## config.mk

```make
export PLATFORM = sky130hd
export DESIGN_NAME = flash_row_write_sequencer
export DESIGN_NICKNAME = d
export VERILOG_FILES = /design/src/flash_seq_pkg.sv /design/src/flash_latch_bank.sv /design/src/flash_row_write_sequencer.sv
export VERILOG_INCLUDE_DIRS = /design/src
export SDC_FILE = /design/constraint.sdc
export NUM_CORES = 1
export LEC_CHECK = 0
export ABC_AREA = 1
export BUFFER_PORTS_ARGS = -buffer_cell sky130_fd_sc_hd__buf_2
export CORE_AREA = 5 5 213 215
export CTS_BUF_LIST = sky130_fd_sc_hd__clkbuf_8
export CTS_CLUSTER_SIZE = 10
export DETAILED_ROUTE_END_ITERATION = 16
export DIE_AREA = 0 0 218 220
export PLACE_DENSITY_LB_ADDON = 0.08
export SLEW_MARGIN = 20
export SYNTH_ARGS = -nofsm -noshare
export SYNTH_HDL_FRONTEND = slang
export SYNTH_SLANG_ARGS = --single-unit
```

## constraint.sdc

```tcl
create_clock -name aclk -period 1.47 [get_ports aclk]
set_input_delay 0.147 -clock aclk [delete_from_list [all_inputs] [get_ports aclk]]
set_output_delay 0.147 -clock aclk [all_outputs]
set_load 0.05 [all_outputs]
```

## src/flash_seq_regs.svh

```systemverilog
`ifndef FLASH_SEQ_REGS_SVH
`define FLASH_SEQ_REGS_SVH

// Register byte offsets
`define OFS_ADDR_LOW  8'h00
`define OFS_ADDR_HIGH 8'h04
`define OFS_DATA_LOW  8'h08
`define OFS_DATA_HIGH 8'h0C
`define OFS_CONTROL   8'h10
`define OFS_KEY       8'h14
`define OFS_STATUS    8'h18

// Control register bit positions
`define CTL_WR   1
`define CTL_ERR  3
`define CTL_FREE 4
`define CTL_LATCH_ONLY 5
`define CTL_CFG_SEL    6
`define CTL_WRITE_EN   2

// Status register bit positions
`define STAT_BUSY 0

// Unlock keys, in order
`define KEY_FIRST  8'h55
`define KEY_SECOND 8'hAA

// Latch geometry and blank value
`define LATCH_COUNT 32
`define LATCH_BLANK 14'h3FFF

// Bus responses
`define RESP_OKAY   2'h0
`define RESP_SLVERR 2'h2

`endif

```

## src/flash_seq_pkg.sv

```systemverilog
package flash_seq_pkg;

    typedef logic [13:0]       word_t;
    typedef word_t [31:0]      latch_row_t;

    typedef enum logic [1:0] {UK_NONE, UK_GOT1, UK_ARMED} unlock_t;
    typedef enum logic [1:0] {SQ_IDLE, SQ_LOAD, SQ_PROG, SQ_ERASE} seq_t;

    // Request to the flash array
    typedef struct packed {
        logic        prog;
        logic        erase;
        logic [9:0]  row;
    } flash_req_t;

    // Latch bank state
    typedef struct packed {
        latch_row_t  row;
    } bank_state_t;

    // Sequencer and bus slave state
    typedef struct packed {
        logic        awready;
        logic        wready;
        logic        aw_full;
        logic [7:0]  awaddr;
        logic        w_full;
        logic [7:0]  wbyte;
        logic        wlane;
        logic        bvalid;
        logic [1:0]  bresp;
        logic        arready;
        logic        rvalid;
        logic [1:0]  rresp;
        logic [31:0] rdata;
        logic [14:0] addr;
        word_t       wd;
        logic        write_enable_bit;
        logic        config_space_select;
        logic        latch_only_bit;
        logic        free;
        logic        wr;
        logic        err;
        unlock_t     ukey;
        seq_t        sq;
        logic        ld;
        logic [4:0]  ld_idx;
        word_t       ld_data;
        logic        blank;
        flash_req_t  req;
    } seq_state_t;

endpackage : flash_seq_pkg

```

## src/flash_latch_bank.sv

```systemverilog
`timescale 1ns/1ps
`include "flash_seq_regs.svh"

module flash_latch_bank
    import flash_seq_pkg::*;
(
    input  wire logic       aclk,
    input  wire logic       aresetn,
    input  wire logic       load,
    input  wire logic [4:0] idx,
    input  wire word_t      data,
    input  wire logic       blank,
    output latch_row_t      row
);

    bank_state_t st_r;
    bank_state_t st_nxt;
    latch_row_t  ent_nxt;

    // Per latch: a load wins, else blank, else hold
    genvar g;
    generate
        for (g = 0; g < `LATCH_COUNT; g++)
        begin : g_latch
            assign ent_nxt[g] = (load && idx == 5'(g)) ? data :
                                blank ? `LATCH_BLANK :
                                st_r.row[g];
        end
    endgenerate

    // Next state
    always_comb
    begin
        st_nxt     = st_r;
        st_nxt.row = ent_nxt;
    end

    // State register, latches start blank
    always_ff @(posedge aclk)
    begin
        if (!aresetn)
            st_r <= {`LATCH_COUNT{`LATCH_BLANK}};
        else
            st_r <= st_nxt;
    end

    assign row = st_r.row;
endmodule : flash_latch_bank

```

## src/flash_row_write_sequencer.sv

```systemverilog
// Our own choices: the placing of the registers and the AXI4-Lite interface to the registers.
`timescale 1ns/1ps
`include "flash_seq_regs.svh"

module flash_row_write_sequencer
    import flash_seq_pkg::*;
(
    input  wire logic        aclk,
    input  wire logic        aresetn,
    input  wire logic [7:0]  awaddr,
    input  wire logic        awvalid,
    output logic             awready,
    input  wire logic [31:0] wdata,
    input  wire logic [3:0]  wstrb,
    input  wire logic        wvalid,
    output logic             wready,
    output logic [1:0]       bresp,
    output logic             bvalid,
    input  wire logic        bready,
    input  wire logic [7:0]  araddr,
    input  wire logic        arvalid,
    output logic             arready,
    output logic [31:0]      rdata,
    output logic [1:0]       rresp,
    output logic             rvalid,
    input  wire logic        rready,
    input  wire logic        flash_done,
    output flash_req_t       flash_req,
    output latch_row_t       latch_row
);

    seq_state_t r;
    seq_state_t n;
    logic [7:0] cb;
    logic       go;

    // Bus slave, unlock tracking and sequencer
    always_comb
    begin
        n       = r;
        cb      = r.wbyte;
        go      = 1'b0;
        n.ld    = 1'b0;
        n.blank = 1'b0;

        // Address and data are taken in either order
        if (awvalid && r.awready)
        begin
            n.aw_full = 1'b1;
            n.awaddr  = awaddr;
        end
        if (wvalid && r.wready)
        begin
            n.w_full = 1'b1;
            n.wbyte  = wdata[7:0];
            n.wlane  = wstrb[0];
        end
        if (bready && r.bvalid)
            n.bvalid = 1'b0;

        // Flash operation progress
        case (r.sq)
            SQ_LOAD:
            begin
                n.req.prog = 1'b1;
                n.sq       = SQ_PROG;
            end
            SQ_PROG, SQ_ERASE:
            begin
                if (flash_done)
                begin
                    n.req.prog  = 1'b0;
                    n.req.erase = 1'b0;
                    n.blank     = 1'b1;
                    n.wr        = 1'b0;
                    n.sq        = SQ_IDLE;
                end
            end
            default:
            begin
            end
        endcase

        // Register write once both halves are held
        if (r.aw_full && r.w_full && !r.bvalid)
        begin
            n.aw_full = 1'b0;
            n.w_full  = 1'b0;
            n.bvalid  = 1'b1;
            n.bresp   = `RESP_OKAY;
            n.ukey    = UK_NONE;
            case (r.awaddr)
                `OFS_ADDR_LOW:
                begin
                    if (r.wlane)
                        n.addr[7:0] = cb;
                end
                `OFS_ADDR_HIGH:
                begin
                    if (r.wlane)
                        n.addr[14:8] = cb[6:0];
                end
                `OFS_DATA_LOW:
                begin
                    if (r.wlane)
                        n.wd[7:0] = cb;
                end
                `OFS_DATA_HIGH:
                begin
                    if (r.wlane)
                        n.wd[13:8] = cb[5:0];
                end
                `OFS_KEY:
                begin
                    // Two keys in a row arm the unlock
                    if (r.wlane && cb == `KEY_FIRST)
                        n.ukey = UK_GOT1;
                    else if (r.wlane && cb == `KEY_SECOND && r.ukey == UK_GOT1)
                        n.ukey = UK_ARMED;
                end
                `OFS_CONTROL:
                begin
                    if (r.wlane)
                    begin
                        n.write_enable_bit    = cb[`CTL_WRITE_EN];
                        n.config_space_select = cb[`CTL_CFG_SEL];
                        n.latch_only_bit      = cb[`CTL_LATCH_ONLY];
                        n.free = cb[`CTL_FREE];
                        if (!cb[`CTL_ERR])
                            n.err = 1'b0;
                        if (cb[`CTL_WR] && !r.wr)
                        begin
                            // Start only after a full unlock
                            if (r.ukey == UK_ARMED && cb[`CTL_WRITE_EN] && !cb[`CTL_CFG_SEL])
                                go = 1'b1;
                            else
                                n.err = 1'b1;  // Set wins over clear
                        end
                    end
                end
                `OFS_STATUS:
                begin
                end
                default:
                    n.bresp = `RESP_SLVERR;
            endcase
        end

        // Completed unlock: erase row, or load latch and maybe program
        if (go)
        begin
            if (cb[`CTL_FREE])
            begin
                n.wr        = 1'b1;
                n.req.erase = 1'b1;
                n.req.row   = r.addr[14:5];
                n.sq        = SQ_ERASE;
            end
            else
            begin
                n.ld      = 1'b1;
                n.ld_idx  = r.addr[4:0];
                n.ld_data = r.wd;
                if (!cb[`CTL_LATCH_ONLY])
                begin
                    n.wr      = 1'b1;
                    n.req.row = r.addr[14:5];
                    n.sq      = SQ_LOAD;
                end
            end
        end

        // Read channel
        if (rready && r.rvalid)
        begin
            n.rvalid  = 1'b0;
            n.arready = 1'b1;
        end
        if (arvalid && r.arready)
        begin
            n.arready = 1'b0;
            n.rvalid  = 1'b1;
            n.rresp   = `RESP_OKAY;
            n.rdata   = 32'h0000_0000;
            case (araddr)
                `OFS_ADDR_LOW:
                    n.rdata[7:0] = r.addr[7:0];
                `OFS_ADDR_HIGH:
                    n.rdata[6:0] = r.addr[14:8];
                `OFS_DATA_LOW:
                    n.rdata[7:0] = r.wd[7:0];
                `OFS_DATA_HIGH:
                    n.rdata[5:0] = r.wd[13:8];
                `OFS_CONTROL:
                begin
                    n.rdata[`CTL_WR]         = r.wr;
                    n.rdata[`CTL_WRITE_EN]   = r.write_enable_bit;
                    n.rdata[`CTL_ERR]        = r.err;
                    n.rdata[`CTL_FREE]       = r.free;
                    n.rdata[`CTL_LATCH_ONLY] = r.latch_only_bit;
                    n.rdata[`CTL_CFG_SEL]    = r.config_space_select;
                end
                `OFS_KEY:
                begin
                end
                `OFS_STATUS:
                begin
                    n.rdata[`STAT_BUSY] = (r.sq != SQ_IDLE);
                    n.rdata[2:1]        = r.sq;
                    n.rdata[4:3]        = r.ukey;
                end
                default:
                    n.rresp = `RESP_SLVERR;
            endcase
        end

        // Ready only while a slot is free
        n.awready = !n.aw_full && !n.bvalid;
        n.wready  = !n.w_full && !n.bvalid;
    end

    // State register
    always_ff @(posedge aclk)
    begin
        if (!aresetn)
        begin
            r         <= '0;
            r.awready <= 1'b1;
            r.wready  <= 1'b1;
            r.arready <= 1'b1;
        end
        else
        begin
            r <= n;
        end
    end

    // Outputs straight from state
    assign awready   = r.awready;
    assign wready    = r.wready;
    assign bvalid    = r.bvalid;
    assign bresp     = r.bresp;
    assign arready   = r.arready;
    assign rvalid    = r.rvalid;
    assign rdata     = r.rdata;
    assign rresp     = r.rresp;
    assign flash_req = r.req;

    // Write latches
    flash_latch_bank u_bank (
        .aclk    (aclk),
        .aresetn (aresetn),
        .load    (r.ld),
        .idx     (r.ld_idx),
        .data    (r.ld_data),
        .blank   (r.blank),
        .row     (latch_row)
    );
endmodule : flash_row_write_sequencer

```

### After elaboration in Yosys (flattened, before gate mapping)

Cells that the tools add are included.

* flip-flop bits (word level): 556
* input bits: 60
* logic and storage cells: 298

* equality and inequality tests: 52
* reductions and logical operators: 104
* bitwise operators: 1
* muxes and demuxes: 77

Operators by type and width (count)
* 14-bit 2-to-1 mux: 33
* 5-bit equality test (second input constant): 16
* 2-bit nonzero test: 35
* 8-bit by 5-bit equality test with 1-bit output (second input constant): 6
* 1-bit logical AND: 47
* 5-bit by 4-bit equality test with 1-bit output (second input constant): 8
* 36-bit 2-to-1 mux: 1
* 8-bit by 4-bit equality test with 1-bit output (second input constant): 4
* 10-bit 2-to-1 mux: 3
* 4-bit one-hot mux with 6 select lines: 1
* 22-bit 2-to-1 mux: 1
* 5-bit by 3-bit equality test with 1-bit output (second input constant): 4
* 20-bit 2-to-1 mux: 1
* 1-bit 2-to-1 mux: 18
* 2-bit 2-to-1 mux: 9
* 8-bit by 3-bit equality test with 1-bit output (second input constant): 2
* 8-bit logical NOT: 2
* 3-bit AND reduction: 5
* 7-bit OR reduction: 2
* 11-bit 2-to-1 mux: 1
* 5-bit by 2-bit equality test with 1-bit output (second input constant): 2
* 1-bit one-hot mux with 5 select lines: 2
* 2-bit AND reduction: 5
* 9-bit 2-to-1 mux: 1
* 14 further kinds: 25

### Logic depth before layout (Yosys ltp)

Gate-level depths: netlist of run 1.

* word-level depth: 9
* gate-level depth with buffers: 10
* depth with buffers taken out: 9

### Modules after synthesis

A second synthesis of run 1 with hierarchy kept.

* cells, all modules: 3627
* area, all modules: 24320.8 µm²

By module, submodules not included
* flash_latch_bank: times used 1, area an instance 19478.7 µm², cells an instance 2955
* flash_row_write_sequencer: times used 1, area an instance 4842.1 µm², cells an instance 672

### Least setup slack after synthesis of run 1

OpenSTA, ideal clock, no wires.

* path type: register to register
* start: reg r, in the netlist bvalid
* end: reg r[26] (netlist bit)
* buffers on the path: 2
* arrival time: 1.548 ns
* library setup time: 0.112 ns
* required time: 1.358 ns
* slack: -0.189 ns
* clock period less this slack: 1.659 ns
* cell stages (with the launch flop): 11
* path through: dfxtp_1 > inv_1 > nand3_1 > nor2_2 > nand2_2 > nor2_4 > nand2_2 > buf_6 > buf_6 > nor2_2 > nor2_1

* longest elaborated chain between the ends: 4

Ends and longest elaborated chain
* from (decl): line flash_row_write_sequencer.sv:32 `seq_state_t r;`
* from (signal assigned): line flash_row_write_sequencer.sv:234 `r <= n;`
* 1-bit logical NOT: line flash_row_write_sequencer.sv:85 `if (r.aw_full && r.w_full && !r.bvalid)`
* 1-bit logical AND: line flash_row_write_sequencer.sv:85
* 1-bit 2-to-1 mux: line flash_row_write_sequencer.sv:85
* 2-bit AND reduction (no line)

No other way between the ends.
A chain may end at the register's enable or synchronous reset.

### Final worst setup path of run 1

* start: reg r, in the netlist cb[1]
* end: reg r, in the netlist flash_req[2]

* longest elaborated chain between the ends: 6

Ends and longest elaborated chain
* 1-bit logical AND: line flash_row_write_sequencer.sv:131 `` if (cb[`CTL_WR] && !r.wr) ``
* 1-bit 2-to-1 mux: line flash_row_write_sequencer.sv:131
* 1-bit 2-to-1 mux: line flash_row_write_sequencer.sv:123 `if (r.wlane)`
* 1-bit 2-to-1 mux: line flash_row_write_sequencer.sv:92 `case (r.awaddr)`
* 1-bit 2-to-1 mux: line flash_row_write_sequencer.sv:85
* 2-bit AND reduction (no line)

No other way between the ends.

==> impl_results.md, run 1 <==
- Clk pin slew, worst setup/hold paths: 0.06 ns
- Root buf cell: clkbuf_8
- Row cnt: 77
- MaxCap Viol Count: 0
- ANT nets after route: 0
- Die width: 218 µm
- CP max FO: 11
- Synthesized flop and latch total: 554
- Setup TNS: -0.252 ns
- CTS Sinks: 554
- Total CTS buffers: 92
- Ys Warns: 0
- Largest net degree at the start of global routing: 51
- Max-slew violations: 0
- Port buffer count: 507
- Final min period: 1.50 ns
- Final Worst Setup Slack: -0.0282 ns
- Max VDD drop: 0.724 mV
- Dpl ws: -0.110 ns
- Sequential share of power: 50.5%
- Async SR Flop Fraction: 0%
- Sw Ratio: 23.7%
- WL per Instance: 21.0 µm
- Layout area overhead: 40.9%
- Grt ovf: 0
- Worst hold slack: 0.0621 ns
- Clock power share: 45.2%
- I/O pin count: 561
- Post-layout util: 62.6%
- Nets: 2,967
- DP Wirelength: 49,800 µm
- Die ar.: 0.0480 mm²
- Max Clk Rate: 667 MHz
- Routed vias: 19,100
- CP arrival: 2.08 ns
- Fillers: 3,848
- Total Routing Usage GR: 29.2%
- Final period util: 102%
- DR DRC count: 0
- Total power: 30.0 mW
- Status: finished, violations left
- Pwr per Cell Area: 1100 mW/mm²
- Power Internal: 22.9 mW
- Antenna Cells: 0
- Reg-to-Reg Start: cb[1]
- Yosys cell types: 30
- Least-Margin Pin Slew: 0.852 ns
- Synth Area per Inst: 8.43 µm²
- GP Congestion: 0.882
- Drt first pass iters: 5
- Setup crit start kind: register
- DR vias/cell: 5.36
- Storage element area: 0.0111 mm²
- Setup crit start: cb[1]
- Hold WC Path Type: primary input to register
- Combinational power share: 4.3%
- Core box area: 0.0435 mm²
- CP endpoint kind: register
- H-tree depth: 3
- Setup-failing EPs final: 22
- P_sw: 7.12 mW
- Mapped Area: 0.0194 mm²
- Die span in y: 220 µm
- First-pass GRT wire length: 110,000 µm
- Leak: 11.8 nW
- Top FF cell, synth: dfxtp_1
- RSZ-0062 raised after global routing: yes
- Initial Util: 44.5%
- CP required: 2.05 ns
- Vias in the first global route: 18,100
- Area of the multi-input gates: 0.00727 mm²
- Failing checks: negative setup slack
- Mapped Cells: 2,296
- Post-synth EDFFs: 0
- CTS max path bufs: 3
- Fin. Hold Viols: 0
- Crit Path Category: register to register
- Sequential share of the synthesized area: 57.3%
- Initial antenna violation count: 0
- Layout cells sized above 1: 32.8%
- CTS tree: yes
- Skew-Pair Late Insertion Delay: 0.67 ns
- Hold Startpoint: aresetn
- Rel. slew slack: 43.2%
- Final Skew: 0.0311 ns
- Initial DRC Count: 1,474
- Routed WL: 75,000 µm
-- metrics by stage --
stage | std cells | area, µm²
3_5_place_dp | 3333 | 23100
3_3_place_gp | 3333 | 23100
5_1_grt | 3572 | 27300
6_report | 3572 | 27300
2_1_floorplan | 2321 | 19500
4_1_cts | 3556 | 26400
-- flip-flops by register name, indices dropped and copies added (netlist names) --
register	flops
rvalid	1
rresp	1
rdata	8
cb	8
arready	1
awready	1
flash_req	12
bresp	1
r	71
bvalid	1
wready	1
u_bank.row	448
-- area by class of cell --
type,count,area share (%)
well taps,592,2.72
repair inverters,1,0.0229
clock inverters,52,1.05
multi-input cells,1427,26.7
inverters,92,1.31
repair buffers,739,21.6
clock buffers,115,5.80
flip-flops and latches,554,40.8
-- power by group through the flow --
stage	clock network (mW)	logic [mW]	registers [mW]
after floorplan	0	0.717	15.5
after global placement	0	1.06	15.5
after detailed placement	0	1.07	15.5
after CTS	13.8	1.23	15.2
after global routing	14.7	1.37	15.2
final	13.6	1.28	15.2
-- placed cells by master (no fill, tap or decap), drive strengths merged --
cell type	count
a21oi	60
a211oi	1
bufinv	2
o22ai	449
conb	26
dlymetal6s4s	2
nand3	39
nand2	635
nand3b	1
o211ai	1
o21ai	69
inv	122
clkinv	15
a22oi	1
nor3	7
clkinvlp	6
or2	1
nor4	2
dlygate4sd3	49
clkbuf	190
buf	613
nor2	131
nand4	4
dfxtp	554
-- cell families after synthesis --
kind of cell,synth area share (%)
buffers and inverters,8.02
and+or+nand+nor,16.7
AOI/OAI and AO/OA,18.0
other,0.0194
DFF,57.3
-- synthesized netlist by cell type, types with 2 or more instances --
cell type  number  area [µm²]
nand3_1        38         190
nand2_1       632        2370
buf_2          38         190
nand4_1         4        25.0
nor3_1          6        30.0
buf_4          55         413
o21ai_0        68         340
nand2_2         3        18.8
o22ai_1       449        2810
a21oi_1        60         300
nor2_1        115         432
nor2_4          4        45.0
inv_1          90         338
clkbuf_1      147         552
buf_6           3        33.8
nor2_2         12        75.1
dfxtp_1       554       11100
buf_1           5        18.8
nor4_1          2        12.5
-- worst max-delay path, cell delays in order (launching register included) --
cell and delay, ns:
dfxtp_1 0.32, inv_1 0.06, nor2_1 0.12, nand4_1 0.24
nor2_4 0.20, nand2_4 0.10, clkbuf_16 0.18, nand2_1 0.05
nand2_1 0.04, nor2_1 0.10
-- worst paths after layout --
kind                                        end  slack, ns  cells past startpoint
worst max-delay path               flash_req[2]      -0.03                      9
worst min-delay path            u_bank.row[277]       0.06                      4
worst max register to register     flash_req[2]      -0.03                      9
worst min register to register  u_bank.row[108]       0.47                      2
-- layer usage --
metal | wire length [µm] | global-route usage, % | up-vias
met5 | 0 | 0 | -
met4 | 2630 | 11.6 | 0
met3 | 5960 | 7.75 | 157
met2 | 35000 | 47.2 | 798
met1 | 31500 | 37.5 | 9184
li1 | - | - | 9008
-- what timing repair did --
item | 4_1_cts | 5_1_grt
cloned | 0 | 9
hold buffers | 55 | 1
buffers inserted | 1 | 8
hold endpoints to repair | 99 | 1
gates resized for setup | 313 | 222
pin swaps | 1 | 12
endpoints found under the setup margin | 434 | 548
(Power assumes the default switching activity.)
==> inputs of run 2 (changes only) <==
--- a/config.mk
+++ b/config.mk
@@ -6,13 +6,13 @@
 export SDC_FILE = /design/constraint.sdc
 export NUM_CORES = 1
 export LEC_CHECK = 0
-export ABC_AREA = 1
+export ABC_CLOCK_PERIOD_IN_PS = 1470
 export BUFFER_PORTS_ARGS = -buffer_cell sky130_fd_sc_hd__buf_2
-export CORE_AREA = 5 5 213 215
+export CORE_MARGIN = 5
+export CORE_UTILIZATION = 49
 export CTS_BUF_LIST = sky130_fd_sc_hd__clkbuf_8
 export CTS_CLUSTER_SIZE = 10
 export DETAILED_ROUTE_END_ITERATION = 16
-export DIE_AREA = 0 0 218 220
 export PLACE_DENSITY_LB_ADDON = 0.08
 export SLEW_MARGIN = 20
 export SYNTH_ARGS = -nofsm -noshare
==> constraint.sdc (replaced) <==
create_clock -name aclk -period 1.47 [get_ports aclk]
set_input_delay 0 -clock aclk [delete_from_list [all_inputs] [get_ports aclk]]
set_output_delay 0 -clock aclk [all_outputs]
set_load 0.05 [all_outputs]
==> run 2 against run 1 <==
  * The flow still finishes with violations (negative setup slack)
  * Synthesized cell count rose by 16%
  * Highest routed layer unchanged
  * Die area up 0.32%
  * Critical path type unchanged
  * First-iteration DRC count is 50% higher
==> impl_results.md, run 2 <==
- Status: finished, violations left
- Failing checks: negative setup slack
- CTS tree: yes
- Setup crit start kind: register
- Largest net degree at the start of global routing: 155 (+200%)
- Layout area overhead: 43.0%
- Initial DRC Count: 2,207 (+50%)
- Storage element area: 0.0111 mm² (about the same)
- Area of the multi-input gates: 0.0111 mm² (+52%)
- DP Wirelength: 52,000 µm (+4.6%)
- Final min period: 2.00 ns (+0.503 ns)
- WL per Instance: 21.3 µm (+1.3%)
- Vias in the first global route: 20,600 (+14%)
- I/O pin count: 561 (unchanged)
- CTS max path bufs: 3 (unchanged)
- Nets: 3,317 (+12%)
- Core box area: 0.0432 mm² (-0.86%)
- Async SR Flop Fraction: 0% (unchanged)
- CP endpoint kind: register
- Initial antenna violation count: 0 (unchanged)
- Max-slew violations: 0 (unchanged)
- Most frequent cells in the layout: dfxtp_1, buf_2, nor2_1
- Root buf cell: clkbuf_8
- Grt ovf: 0 (unchanged)
- Hold WC Path Type: primary input to register
- Row cnt: 76 (-1.3%)
- Mapped Area: 0.0215 mm² (+11%)
- ANT nets after route: 0 (unchanged)
- Antenna Cells: 0 (unchanged)
- Synth area leaders: dfxtp_1, o21ai_0, nor3_1
- Synthesized flop and latch total: 554 (unchanged)
- Die ar.: 0.0481 mm² (+0.32%)
- MaxCap Viol Count: 0 (unchanged)
- Critical path, cell by cell: or4_4 -> or4_4 -> nor3_4 -> buf_12 -> mux2i_1
- Least-Margin Pin Slew: 0.628 ns (-0.224 ns)
- Top FF cell, synth: dfxtp_1
- Total Routing Usage GR: 31.8% (+2.5 points)
- Yosys cell types: 51 (+70%)
- Mapped Cells: 2,666 (+16%)
- Most common cell in the netlist: dfxtp_1
- Synth Area per Inst: 8.06 µm² (-4.5%)
- Slowest-stage cell, CP: or4_4
- Placed cell count: 3,660 (+9.8%)
- Synth top cells by count: dfxtp_1, o21ai_0, nor2_1
- Skew-Pair Late Insertion Delay: 0.66 ns (about the same)
- CP arrival: 2.57 ns (+0.49 ns)
- Die width: 219 µm (+0.62%)
- Crit path top cell by count: or4_4
- First-pass GRT wire length: 121,000 µm (+9.7%)
- CTS Sinks: 554 (unchanged)
- Final Skew: 0.0193 ns (-0.0118 ns)
- Most common cell after layout, fill and taps aside: dfxtp_1
- CP max FO: 19 (+8)
- Delay of the slowest cell on the worst path: 0.55 ns (+0.23 ns)
- Max Clk Rate: 500 MHz (-25%)
- Port buffer count: 507 (unchanged)
- Final Non-Filler Cells: 3,905 (+9.3%)
- CP required: 2.03 ns (-0.02 ns)
- Clk pin slew, worst setup/hold paths: 0.06 ns (about the same)
- Ys Warns: 0 (unchanged)
- Fillers: 3,405 (-12%)
- Layout cells sized above 1: 37.3% (+4.6 points)
- Pwr per Cell Area: 944 mW/mm² (-14%)
- Rel. slew slack: 58.2% (+15 points)
- DR DRC count: 0 (unchanged)
- Post-layout util: 71.2% (+8.5 points)
- Post-synth EDFFs: 0 (unchanged)
- Routed WL: 83,100 µm (+11%)
- Die span in y: 219 µm (-0.30%)
- Setup-failing EPs final: 477 (+2100%)
- Total power: 29.0 mW (-3.5%)
- Drt first pass iters: 6 (+1)
- Routed vias: 22,100 (+15%)
- Final instance area: 0.0307 mm² (+13%)
- Sequential share of the synthesized area: 51.6% (-5.6 points)
- Total CTS buffers: 89 (-3.3%)
- Initial Util: 49.7% (+5.3 points)
- Max FFs per register: 448 (unchanged)
- Final Worst Setup Slack: -0.532 ns (-0.503 ns)
- Synth area leader: dfxtp_1
- Max VDD drop: 0.653 mV (-9.8%)
- RSZ-0062 raised after global routing: yes
- Final period util: 136% (+34 points)
- Fin. Hold Viols: 0 (unchanged)
- Area after DPL: 0.0259 mm² (+12%)
- Leak: 12.3 nW (+4.5%)
- DR vias/cell: 5.65 (+5.4%)
- H-tree depth: 3 (unchanged)
- Synth top area share: 51.6% (-5.6 points)
- Crit Path Category: register to register
- Dpl ws: -0.556 ns (-0.446 ns)
- GP Congestion: 0.859 (-2.7%)
## run 2: cell count changes after synthesis, sizes merged, moves of 54 or more
cell and change:
a21oi -54, mux2i +58, nand2 -499, inv -89, o21ai +415, nor2 +352
nor3 +438, o22ai -449, clkbuf +79
## run 2: per-layer routing
metal | part of all wire [%] | wire, µm | track usage [%]
met5 | 0 | 0 | 0
met4 | 4.2 | 3490 | 13.0
met3 | 8.4 | 7010 | 6.53
met2 | 49 | 40700 | 53.8
met1 | 38 | 31900 | 39.6
## run 2: critical path, delay by kind of cell, from the launching register on
| family | cells | cell delay, ns |
|---|---|---|
| buffers and inverters | 1 | 0.21 |
| flip-flops | 1 | 0.31 |
| AND/OR/NAND/NOR | 3 | 1.18 |
| multiplexers | 1 | 0.21 |
## run 2: layout make-up
cell class | count | share of cell area, %
flip-flops and latches | 554 | 36.2
clock inverters | 43 | 0.603
repair buffers | 787 | 19.8
inverters | 2 | 0.0244
well taps | 585 | 2.38
clock buffers | 111 | 4.97
multi-input cells | 1823 | 36.0
## run 2: path summary, 6_finish.rpt
path / start / end / slack [ns] / cells after the start
max: r[127] / r[15] / -0.53 / 5
min: araddr[3] / rdata[3] / 0.04 / 5
max reg2reg: r[127] / r[15] / -0.53 / 5
min reg2reg: flash_req[10] / flash_req[10] / 0.45 / 2
## run 2: what timing repair did
action,4_1_cts,5_1_grt
hold buffers,29,0
gates resized for setup,512,289
pin swaps,65,74
gates cloned,23,8
hold endpoints to repair,242,0
buffers inserted,34,5
endpoints found under the setup margin,519,520
## run 2: cell families (layout without fill, tap and decap cells)
group           Yosys count  count (layout)  share of synthesized area, %
simple gates           1188            1194                          25.3
compound gates          540             540                          13.2
flops                   554             554                          51.6
other cells               1              26                        0.0175
buf+inv                 320             943                          6.67
mux                      63              63                          3.18
## run 2: power by group
| part | internal [mW] | total (mW) | switching (mW) |
|---|---|---|---|
| clock | 6.75 | 12.9 | 6.10 |
| sequential | 15.1 | 15.1 | 0.0470 |
| combinational | 0.349 | 1.03 | 0.680 |
## run 2: per-stage QoR
step | hold slack [ns] | TNS, ns
final | 0.0433 | -84.74
after global routing | 0.0718 | -127.68
after CTS | 0.00924 | -93.08
after detailed placement | 0.264 | -98.15
after global placement | 0.260 | -80.83
after floorplan | 0.145 | -43.02
==> inputs of run 3 (changes only) <==
--- a/config.mk
+++ b/config.mk
@@ -6,10 +6,10 @@
 export SDC_FILE = /design/constraint.sdc
 export NUM_CORES = 1
 export LEC_CHECK = 0
-export ABC_CLOCK_PERIOD_IN_PS = 1470
+export ABC_CLOCK_PERIOD_IN_PS = 2110
 export BUFFER_PORTS_ARGS = -buffer_cell sky130_fd_sc_hd__buf_2
 export CORE_MARGIN = 5
-export CORE_UTILIZATION = 49
+export CORE_UTILIZATION = 50
 export CTS_BUF_LIST = sky130_fd_sc_hd__clkbuf_8
 export CTS_CLUSTER_SIZE = 10
 export DETAILED_ROUTE_END_ITERATION = 16
==> constraint.sdc (replaced) <==
create_clock -name aclk -period 2.11 [get_ports aclk]
set_input_delay 0 -clock aclk [delete_from_list [all_inputs] [get_ports aclk]]
set_output_delay 0 -clock aclk [all_outputs]
set_load 0.05 [all_outputs]
==> run 3 against run 2 <==
  * The flow now finishes without violations
  * Final cell count fell by 3.9%
  * Global-route usage fell by 0.55 points
  * Sequential cell count unchanged
  * Core utilization down 8.1 points
  * Hold slack gained 0.16 ns
  * Largest power group unchanged
==> impl_results.md, run 3 (synthesis results as in run 2) <==
- Status: complete, no violations
- Initial antenna violation count: 1 (+1)
- Final Skew: 0.0273 ns (+0.00802 ns)
- Most frequent cells in the layout: dfxtp_1, buf_2, nor2_1, o21ai_0, nor3_1
- Met1 WL: 31,700 µm (-0.62%)
- Final min period: 2.06 ns (+0.0609 ns)
- Initial Util: 50.2% (+0.44 points)
- Total CTS buffers: 90 (+1.1%)
- GP Congestion: 0.843 (-1.9%)
- MaxCap Viol Count: 0 (unchanged)
- Leak: 11.4 nW (-7.6%)
- Layout cells sized above 1: 24.7% (-13 points)
- Crit Path Category: register to register
- CP Buf/Inv Count: 1 (unchanged)
- Vias in the first global route: 19,400 (-6.1%)
- Final period util: 97.8% (-38 points)
- Port buffer count: 507 (unchanged)
- Root buf cell: clkbuf_8
- CP required: 2.67 ns (+0.64 ns)
- Largest net degree at the start of global routing: 259 (+67%)
- Slowest-stage cell, CP: or4_4
- Pwr per Cell Area: 774 mW/mm² (-18%)
- DR vias/cell: 5.57 (-1.3%)
- Skew-Pair Late Insertion Delay: 0.66 ns (about the same)
- Core box area: 0.0428 mm² (-0.88%)
- Layout area overhead: 25.6%
- Most common cell after layout, fill and taps aside: dfxtp_1
- Max Clk Rate: 485 MHz (-3.0%)
- Setup crit start kind: register
- Die span in y: 217 µm (-0.96%)
- Max FFs per register: 448 (unchanged)
- Grt ovf: 0 (unchanged)
- Hold WC Path Type: primary input to register
- Drt first pass iters: 6 (unchanged)
- H-tree depth: 3 (unchanged)
- DP Wirelength: 50,800 µm (-2.4%)
- Rel. slew slack: 27.5% (-31 points)
- First-pass GRT wire length: 117,000 µm (-3.1%)
- CP max FO: 19 (unchanged)
- Met3 routed WL: 6950 µm (-0.84%)
- Total power: 20.9 mW (-28%)
- Max VDD drop: 0.554 mV (-15%)
- ANT nets after route: 0 (unchanged)
- Delay of the slowest cell on the worst path: 0.58 ns (+0.03 ns)
- Row cnt: 76 (unchanged)
- CTS Sinks: 554 (unchanged)
- Least-Margin Pin Slew: 1.09 ns (+0.461 ns)
- DR DRC count: 0 (unchanged)
- CTS tree: yes
- Clk pin slew, worst setup/hold paths: 0.06 ns (about the same)
- Routed vias: 20,900 (-5.2%)
- Met2 wire length: 36,700 µm (-10%)
- Setup-failing EPs final: 0 (-100%)
- CP arrival: 2.62 ns (+0.05 ns)
- Dpl ws: 0.0470 ns (+0.604 ns)
- I/O pin count: 561 (unchanged)
- Nets: 3,199 (-3.6%)
- Initial DRC Count: 1,951 (-12%)
- Total Routing Usage GR: 31.2% (-0.55 points)
- WL per Instance: 20.8 µm (-2.5%)
- Worst hold slack: 0.201 ns (+0.158 ns)
- Fin. Hold Viols: 0 (unchanged)
- RSZ-0062 raised after global routing: yes
- Max-slew violations: 0 (unchanged)
- Top Metal Used: met4
- Die width: 217 µm (-0.96%)
- Critical path, cell by cell: or4_4 -> or4_4 -> nor3_4 -> buf_12 -> mux2i_1
- CTS max path bufs: 3 (unchanged)
- Post-CTS Repair Setup Buffers: 0 (-100%)
- Die ar.: 0.0472 mm² (-1.9%)
- Routed WL: 77,900 µm (-6.3%)
- Crit path max-delay family: simple AND/OR/NAND/NOR gates
- CP endpoint kind: register
- Crit path top cell by count: or4_4
- Final Worst Setup Slack: 0.0474 ns (+0.579 ns)
[run 3: repair_timing]
item | 4_1_cts | 5_1_grt
hold buffers | 66 | 0
setup endpoints to repair | 0 | 73
resized for setup | 0 | 16
hold endpoints to repair | 98 | 0
[run 3: per-layer routing]
metal  vias to the layer above  track usage [%]
met3                       133             7.87
li1                       9941                -
met5                         -                0
met4                         0             11.4
met2                       918             50.5
met1                      9913             40.7
[run 3: area by class of cell]
cell class                      count  area (µm²)
Clock buffer                      121        1670
Timing Repair Buffer              674        4190
Multi-Input combinational cell   1817        9090
Antenna cell                        1        2.50
Fill cell                        3722       15800
Clock inverter                     37         224
Sequential cell                   554       11100
Tap cell                          546         683
Inverter                            2        7.51
[run 3: worst reg2reg max path: cells and delay by family, from the launching register on]
family / cells / cell delay, ns
and+or+nand+nor: 3 / 1.24
DFF: 1 / 0.31
buffers and inverters: 1 / 0.21
muxes: 1 / 0.20
[run 3: per-stage QoR]
| stage | setup TNS [ns] | instances | cell area (µm²) | util [%] |
|---|---|---|---|---|
| floorplan | -0.492 | 2691 | 21600 | - |
| finish | 0 | 3752 | 27000 | 63.0 |
| global placement | 0 | 3527 | 24400 | 57.0 |
| CTS | 0 | 3751 | 27000 | 63.0 |
| detailed placement | 0 | 3527 | 24400 | 57.0 |
| global route | -0.0766 | 3752 | 27000 | 63.0 |
[run 3: worst paths after layout]
path                              from       to  slack [ns]  cells past startpoint
worst min register to register   r[41]    r[41]        0.46                      2
worst min-delay path            rready  arready        0.20                      4
worst max register to register  r[127]    r[15]        0.05                      5
worst max-delay path            r[127]    r[15]        0.05                      5
[run 3: where the power goes]
| group | switching, mW | total, mW | internal [mW] |
|---|---|---|---|
| clock network | 4.32 | 9.67 | 5.35 |
| logic | 0.438 | 0.680 | 0.243 |
| registers | 0.0435 | 10.5 | 10.5 |
